--- src/hbp_map.svh ---
// register offsets, field positions and reset values of the host bus pin control block
`ifndef HBP_MAP_SVH
`define HBP_MAP_SVH
`define HBP_OFS_BASE       8'h00
`define HBP_OFS_CTRL       8'h04
`define HBP_OFS_STATUS     8'h08
`define HBP_OFS_LAST       8'h0c
`define HBP_BASE_RST       12'h030
`define HBP_CTRL_EN_BIT    0
`define HBP_CTRL_W16_BIT   1
`define HBP_CTRL_RST       2'h3
`define HBP_ST_W16_BIT     0
`define HBP_ST_EEN_BIT     1
`define HBP_ST_SYNC_BIT    2
`define HBP_ST_PDN_BIT     3
`define HBP_ST_SEL_BIT     4
`define HBP_ST_RD_BIT      5
`define HBP_ST_DONE_BIT    6
`define HBP_LAST_WR_BIT    16
`define HBP_LAST_CNT_LSB   24
`define HBP_ADDR_LSB       2
`define HBP_ADDR_MSB       7
`endif

--- src/hbp_pkg.sv ---
// types shared by the host bus pin control block
`default_nettype none
package hbp_pkg;
  typedef enum logic {HBP_W8, HBP_W16} hbp_width_t;
  typedef enum logic [1:0] {HBP_IDLE, HBP_WR_HOLD, HBP_RD_HOLD} hbp_state_t;
  typedef struct packed {
    logic        valid;
    logic        write;
    logic [15:1] addr;
  } hbp_acc_t;
  typedef struct packed {
    logic       done;
    logic       eeprom_en;
    logic       sync_mode;
    hbp_width_t width;
  } hbp_strap_t;
endpackage
`default_nettype wire

--- src/hbp_top.sv ---
// host bus pin control: strap capture, address latch and decode, access direction, ahb registers
`timescale 1ns/1ps
`default_nettype none
`include "hbp_map.svh"
module hbp_top
  import hbp_pkg::*;
(
  input  wire logic        hclk,
  input  wire logic        hresetn,
  input  wire logic        hsel,
  input  wire logic [31:0] haddr,
  input  wire logic [1:0]  htrans,
  input  wire logic        hwrite,
  input  wire logic [2:0]  hsize,
  input  wire logic [31:0] hwdata,
  input  wire logic        hready,
  output logic             hreadyout,
  output logic             hresp,
  output logic [31:0]      hrdata,
  input  wire logic [15:1] host_addr,
  input  wire logic        address_qualifier_n,
  input  wire logic        address_latch_strobe_n,
  input  wire logic        write_strobe_n,
  input  wire logic        read_strobe_n,
  input  wire logic        sync_write_not_read,
  input  wire logic        bus_clk_in,
  input  wire logic        eeprom_serial_in,
  input  wire logic        eeprom_enable_strap,
  input  wire logic        sync_mode_strap_n,
  input  wire logic        chip_power_down_n,
  output logic             local_select_n,
  output logic             chip_power_down,
  output logic             eeprom_rom_data,
  output logic             bus_width_16,
  output logic             read_active,
  output hbp_acc_t         host_access
);

  ////////////////////////////////////////////////////////////////////////////
  // strap capture, taken by a clocked process after reset release
  hbp_strap_t strap_r, strap_nxt;
  logic       pdn_r, pdn_nxt;
  logic       eerom_r, eerom_nxt;
  logic [1:0] ctrl_r;

  always_comb begin
    strap_nxt = strap_r;
    if (!strap_r.done) begin
      strap_nxt.done      = 1'b1;
      strap_nxt.eeprom_en = eeprom_enable_strap;
      strap_nxt.sync_mode = ~sync_mode_strap_n;
      // eeprom fitted: width comes from the loaded control setting instead
      strap_nxt.width     = eeprom_serial_in ? HBP_W16 : HBP_W8;
    end
    pdn_nxt   = ~chip_power_down_n;
    eerom_nxt = strap_r.eeprom_en & eeprom_serial_in;
  end

  always_ff @(posedge hclk or negedge hresetn) begin
    if (!hresetn) begin
      strap_r <= '{done: 1'b0, eeprom_en: 1'b0, sync_mode: 1'b0, width: HBP_W8};
      pdn_r   <= 1'b0;
      eerom_r <= 1'b0;
    end else begin
      strap_r <= strap_nxt;
      pdn_r   <= pdn_nxt;
      eerom_r <= eerom_nxt;
    end
  end

  logic width16;
  assign width16 = strap_r.eeprom_en ? ctrl_r[`HBP_CTRL_W16_BIT]
                                     : (strap_r.width == HBP_W16);

  assign chip_power_down = pdn_r;
  assign eeprom_rom_data = eerom_r;
  assign bus_width_16    = width16;

  ////////////////////////////////////////////////////////////////////////////
  // address latch and decode
  logic [15:1] lat_addr_r, lat_addr_nxt;
  logic        lat_q_r, lat_q_nxt;
  logic [15:1] eff_addr;
  logic        eff_q_n;
  logic [11:0] base_r;

  always_comb begin
    lat_addr_nxt = lat_addr_r;
    lat_q_nxt    = lat_q_r;
    // tracking while low leaves the value seen at the rising edge held
    if (!address_latch_strobe_n) begin
      lat_addr_nxt = host_addr;
      lat_q_nxt    = address_qualifier_n;
    end
  end

  always_ff @(posedge hclk or negedge hresetn) begin
    if (!hresetn) begin
      lat_addr_r <= '0;
      lat_q_r    <= 1'b1;
    end else begin
      lat_addr_r <= lat_addr_nxt;
      lat_q_r    <= lat_q_nxt;
    end
  end

  assign eff_addr = address_latch_strobe_n ? lat_addr_r : host_addr;
  assign eff_q_n  = address_latch_strobe_n ? lat_q_r : address_qualifier_n;

  logic selected;
  assign selected = ~eff_q_n & (eff_addr[15:4] == base_r) & ~pdn_r;
  assign local_select_n = ~selected;

  ////////////////////////////////////////////////////////////////////////////
  // access generation
  hbp_state_t st_r, st_nxt;
  hbp_acc_t   acc_r, acc_nxt;
  logic       bclk_d_r, bclk_d_nxt;
  logic       rd_r, rd_nxt;
  logic [7:0] cnt_r, cnt_nxt;
  logic       go;

  assign go = selected & ctrl_r[`HBP_CTRL_EN_BIT] & strap_r.done;

  always_comb begin
    st_nxt       = st_r;
    acc_nxt      = acc_r;
    acc_nxt.valid = 1'b0;
    bclk_d_nxt   = bus_clk_in;
    rd_nxt       = 1'b0;
    cnt_nxt      = cnt_r;
    if (strap_r.sync_mode) begin
      st_nxt = HBP_IDLE;
      // bus clock only matters here; in async mode it is ignored
      if (go && bus_clk_in && !bclk_d_r) begin
        acc_nxt.valid = 1'b1;
        acc_nxt.write = sync_write_not_read;
        acc_nxt.addr  = eff_addr;
        rd_nxt        = ~sync_write_not_read;
      end
    end else begin
      case (st_r)
        HBP_IDLE: begin
          if (go && !write_strobe_n) begin
            st_nxt        = HBP_WR_HOLD;
            acc_nxt.valid = 1'b1;
            acc_nxt.write = 1'b1;
            acc_nxt.addr  = eff_addr;
          end else if (go && !read_strobe_n) begin
            st_nxt        = HBP_RD_HOLD;
            acc_nxt.valid = 1'b1;
            acc_nxt.write = 1'b0;
            acc_nxt.addr  = eff_addr;
            rd_nxt        = 1'b1;
          end
        end
        HBP_WR_HOLD: begin
          // one access per strobe, however long the strobe stays low
          if (write_strobe_n) st_nxt = HBP_IDLE;
        end
        HBP_RD_HOLD: begin
          rd_nxt = ~read_strobe_n;
          if (read_strobe_n) st_nxt = HBP_IDLE;
        end
        default: st_nxt = HBP_IDLE;
      endcase
    end
    if (acc_nxt.valid) cnt_nxt = cnt_r + 8'h01;
  end

  always_ff @(posedge hclk or negedge hresetn) begin
    if (!hresetn) begin
      st_r     <= HBP_IDLE;
      acc_r    <= '0;
      bclk_d_r <= 1'b0;
      rd_r     <= 1'b0;
      cnt_r    <= '0;
    end else begin
      st_r     <= st_nxt;
      acc_r    <= acc_nxt;
      bclk_d_r <= bclk_d_nxt;
      rd_r     <= rd_nxt;
      cnt_r    <= cnt_nxt;
    end
  end

  assign host_access = acc_r;
  assign read_active = rd_r;

  ////////////////////////////////////////////////////////////////////////////
  // ahb-lite register slave, zero wait states
  logic        ap_wr_r, ap_wr_nxt;
  logic [7:0]  ap_ofs_r, ap_ofs_nxt;
  logic [11:0] base_nxt;
  logic [1:0]  ctrl_nxt;
  logic [31:0] rdata_r, rdata_nxt;
  logic [31:0] status_w;
  logic [31:0] last_w;
  logic [7:0]  ofs;
  logic        take;

  assign take = hsel & hready & htrans[1];
  assign ofs  = {haddr[`HBP_ADDR_MSB:`HBP_ADDR_LSB], 2'b00};

  always_comb begin
    status_w = '0;
    status_w[`HBP_ST_W16_BIT]  = width16;
    status_w[`HBP_ST_EEN_BIT]  = strap_r.eeprom_en;
    status_w[`HBP_ST_SYNC_BIT] = strap_r.sync_mode;
    status_w[`HBP_ST_PDN_BIT]  = pdn_r;
    status_w[`HBP_ST_SEL_BIT]  = selected;
    status_w[`HBP_ST_RD_BIT]   = rd_r;
    status_w[`HBP_ST_DONE_BIT] = strap_r.done;
    last_w = {cnt_r, 7'h00, acc_r.write, acc_r.addr, 1'b0};
  end

  always_comb begin
    ap_wr_nxt  = 1'b0;
    ap_ofs_nxt = ap_ofs_r;
    base_nxt   = base_r;
    ctrl_nxt   = ctrl_r;
    rdata_nxt  = rdata_r;
    if (ap_wr_r) begin
      case (ap_ofs_r)
        `HBP_OFS_BASE: base_nxt = hwdata[15:4];
        `HBP_OFS_CTRL: ctrl_nxt = hwdata[1:0];
        default:       base_nxt = base_r;
      endcase
    end
    if (take) begin
      ap_wr_nxt  = hwrite;
      ap_ofs_nxt = ofs;
      // read data fetched in the address phase; a write just before is seen
      case (ofs)
        `HBP_OFS_BASE:   rdata_nxt = {16'h0000, base_nxt, 4'h0};
        `HBP_OFS_CTRL:   rdata_nxt = {30'h0, ctrl_nxt};
        `HBP_OFS_STATUS: rdata_nxt = status_w;
        `HBP_OFS_LAST:   rdata_nxt = last_w;
        default:         rdata_nxt = '0;
      endcase
    end
  end

  always_ff @(posedge hclk or negedge hresetn) begin
    if (!hresetn) begin
      ap_wr_r  <= 1'b0;
      ap_ofs_r <= '0;
      base_r   <= `HBP_BASE_RST;
      ctrl_r   <= `HBP_CTRL_RST;
      rdata_r  <= '0;
    end else begin
      ap_wr_r  <= ap_wr_nxt;
      ap_ofs_r <= ap_ofs_nxt;
      base_r   <= base_nxt;
      ctrl_r   <= ctrl_nxt;
      rdata_r  <= rdata_nxt;
    end
  end

  assign hreadyout = 1'b1;
  assign hresp     = 1'b0;
  assign hrdata    = rdata_r;

endmodule
`default_nettype wire

--- config.mk ---
export PLATFORM = sky130hd
export DESIGN_NAME = hbp_top
export DESIGN_NICKNAME = d
export VERILOG_FILES = /design/src/hbp_pkg.sv /design/src/hbp_top.sv
export VERILOG_INCLUDE_DIRS = /design/src
export SDC_FILE = /design/constraint.sdc
export NUM_CORES = 1
export LEC_CHECK = 0
export ABC_CLOCK_PERIOD_IN_PS = 3900
export BUFFER_PORTS_ARGS = -buffer_cell sky130_fd_sc_hd__buf_2
export CAP_MARGIN = 20
export CORE_MARGIN = 3
export CORE_UTILIZATION = 53
export DETAILED_ROUTE_END_ITERATION = 8
export GPL_ROUTABILITY_DRIVEN = 1
export PLACE_DENSITY_LB_ADDON = 0.12
export SLEW_MARGIN = 10
export SYNTH_ARGS = -nofsm -noshare
export SYNTH_HDL_FRONTEND = slang
export SYNTH_SLANG_ARGS = --single-unit
--- constraint.sdc ---
create_clock -name hclk -period 3.9 [get_ports hclk]
set_input_delay 0.78 -clock hclk [delete_from_list [all_inputs] [get_ports hclk]]
set_output_delay 0.78 -clock hclk [all_outputs]
set_load 0.03 [all_outputs]
==> impl_metrics.csv <==
group,metric,value,unit
run_status,status,"completed",
power,peakVddDrop,212,uV
power,comb_power_share,0.139,
setup_path,worstPathRequired,3.12,ns
setup_path,crit_chain,"buf_2, mux2_4, xor2_1, a2111oi_2, nand4_1, buf_2",
sta,setup_tns,0,ns
floorplanning,die_h,95.7,um
synthesis,yosysUniqueCellTypes,44,
final_layout,synthToLayoutAreaGrowth,18.1,%
synthesis,ys_seq_elements,97,
sta,skew,0.0128,ns
setup_path,critPathKind,"in -> out",
synthesis,syn_area_per_cell,12.1,um^2
drt,dr.first_iter.drc_count,138,
sta,holdWs,0.374,ns
setup_path,critical_path.most_common_cell,"buf_2",
drt,drc,0,
floorplanning,rows,32,
synthesis,synth_warnings,0,
drt,drtAntennaViolNets,0,
power,seqPwrFrac,0.540,
drt,wirelength,9310,um
synthesis,async_flop_share,1.00,
floorplanning,start_util,0.549,
global_route,grt_usage,0.218,
power,p_sw_frac,0.265,
floorplanning,die_x,95.7,um
floorplanning,die_area,9160,um^2
power,powerDensity,415,nW/um^2
setup_path,rr_endpoint,"host_access[14]$_DFFE_PN0P_",
power,p_int,1540,uW
drt,wl_per_cell,16.7,um
drt,via_per_inst,5.35,
job,cap_viol_max_count,0,
final_layout,diodes,0,
sta,max_freq,0.288,GHz
worst_hold_path,hp-class,"in -> async",
sta,slew_headroom,0.547,
clock_tree,cts_made_buffers,9,
clock_tree,cts_hold_buffers,0,
floorplanning,core,7770,um^2
sta,finalSetupViolations,0,
synthesis,synth_flop_cell,"dfrtp_1",
synthesis,ys_seq_area_frac,0.570,
setup_path,reg2reg_depth,6,
final_layout,final_nets,551,
sta,worst_slew_pin_slew,0.678,ns
setup_path,setup.worst_path.start_class,"input port",
global_route,grt.overflow.total,0,
clock_tree,cts_tree,"done",
final_layout,fill_cells,636,
setup_path,cp.arrival,2.70,ns
global_route,grt_pass1_wl,14900,um
final_layout,final_common_cell,"buf_2",
power,leakage,0.00262,uW
sta,final-hold-violation-count,0,
placement,placed_cells,541,
setup_path,cp.buffers_inverters,2,
setup_path,cp-end-kind,"output port",
clock_tree,clock-sinks,97,
floorplanning,ios,155,
final_layout,drive_above_1_share,0.393,
sta,rsz0062_at_grt,"false",
setup_path,r2r_slack,1.64,ns
clock_tree,postCtsSetupBuffers,0,
sta,slew_violations,0,
placement,port_buffers,97,
global_route,antenna_found_initial,0,
sta,finalCriticalPeriod,3.48,ns
setup_path,crit_family,"buffers and inverters",
setup_path,slowest_delay,0.43,ns
clock_tree,clockRootBuffer,"clkbuf_8",
sta,fin_crit_sh,0.891,
clock_tree,cts_buffer_depth,2,
power,switching_power,553,uW
clock_tree,clk_pin_slew,0.09,ns
placement,dp_hpwl,6560,um
setup_path,critPathSlowestCell,"a2111oi_2",
drt,vias,2987,
drt,drt_pre_antenna_iters,4,
setup_path,cp_max_fo,13,
clock_tree,clkLatencyLatePin,0.36,ns
synthesis,synthCells,352,
clock_tree,cts_max_level,3,
synthesis,synth_edf_count,0,
global_route,grt_pass1_vias,2983,
clock_tree,cts-resized-gates,0,
final_layout,final_cell_mix,"96 x buf_2, 92 x dfrtp_1, 55 x nand2_1, 36 x mux2_2, 18 x o21ai_0",
setup_path,regToRegStartpoint,"status_w[2]$_DFFE_PN0N_",
synthesis,syn_area,4270,um^2
global_route,grt_start_max_net_pins,87,
final_layout,instances_no_fill,558,
placement,place_congestion,0.833,
power,clockPowerShare,0.322,
-- cell type report --
| class | count | area (um^2) | area share |
|---|---|---|---|
| well taps | 102 | 128 | 0.0253 |
| repair buffers | 107 | 583 | 0.116 |
| inverters | 7 | 26.3 | 0.00521 |
| multi-input cells | 229 | 1660 | 0.330 |
| clock buffers | 12 | 155 | 0.0308 |
| flip-flops and latches | 97 | 2430 | 0.483 |
| clock inverters | 4 | 51.3 | 0.0102 |
-- metrics by stage --
stage,util,cell area [um^2],setup slack (ns),total power [uW]
detailed placement,0.619,4810,0.446,1440
CTS,0.645,5010,0.437,2100
floorplan,-,4300,0.858,1340
global route,0.649,5040,0.311,2180
global placement,0.619,4810,0.505,1420
finish,0.649,5040,0.424,2090
-- worst max-delay path by stage --
stage,from,endpoint,slack (ns),depth (start not counted)
2_1_floorplan,address_latch_strobe_n,local_select_n,0.86,6
3_3_place_gp,address_latch_strobe_n,local_select_n,0.51,7
3_5_place_dp,address_latch_strobe_n,local_select_n,0.45,6
4_1_cts,address_latch_strobe_n,local_select_n,0.44,6
5_1_grt,address_latch_strobe_n,local_select_n,0.31,6
6_report,address_latch_strobe_n,local_select_n,0.42,6
-- synth_stat cells, types with 5 or more instances --
cell	n	area share
nor2_1	6	0.0053
buf_4	10	0.018
mux2_2	36	0.095
mux2_4	9	0.032
a22oi_1	13	0.023
nor4_1	6	0.0088
dfstp_2	5	0.031
xor2_1	11	0.023
inv_1	7	0.0062
nand2_1	55	0.048
clkbuf_1	12	0.011
xnor2_1	7	0.014
nand3_1	10	0.012
o21ai_0	18	0.021
nand4_1	6	0.0088
dfrtp_1	92	0.54
-- state kept, by name, indices dropped and copies added, names as in the netlist --
signal / count
strap_r: 1
st_r: 2
ctrl_r: 2
host_access: 17
ap_wr_r: 1
read_active: 1
hrdata: 25
bclk_d_r: 1
eeprom_rom_data: 1
ap_ofs_r: 6
base_r: 12
chip_power_down: 1
lat_addr_r: 15
cnt_r: 8
status_w: 3
lat_q_r: 1
-- layer usage --
layer	vias to the layer above	share of wire	wire length [um]	GRT usage
met5	-	0	0	0
met4	0	0.014	130	0.0841
met3	8	0.052	485	0.0367
met2	79	0.49	4600	0.341
met1	1490	0.44	4090	0.305
li1	1410	-	-	-
-- worst register-to-register path, stage by stage (launching register included) --
cell and delay, ns:
dfrtp_1 0.49, a2111o_1 0.40, a21oi_1 0.21, o2111a_1 0.19
and4_1 0.22, buf_4 0.27, mux2_2 0.37
-- cell families after synthesis --
group                    count (synthesis)  share of synthesized area
adder cells (fa/ha/maj)                  1                    0.00293
multiplexers                            51                      0.141
other                                    2                    0.00176
XOR/XNOR                                18                     0.0369
AND/OR/NAND/NOR                        104                      0.125
flip-flops                              97                      0.570
AO/OA/AOI/OAI                           45                     0.0736
buffers and inverters                   34                     0.0481
-- power groups by stage --
stage                     clock, uW  sequential, uW  combinational [uW]
after global routing            725            1140                 320
after global placement            0            1140                 280
after detailed placement          0            1150                 288
after CTS                       683            1130                 290
final                           672            1130                 290
after floorplan                   0            1140                 203
Note: power is estimated with default switching activity, not from simulation.
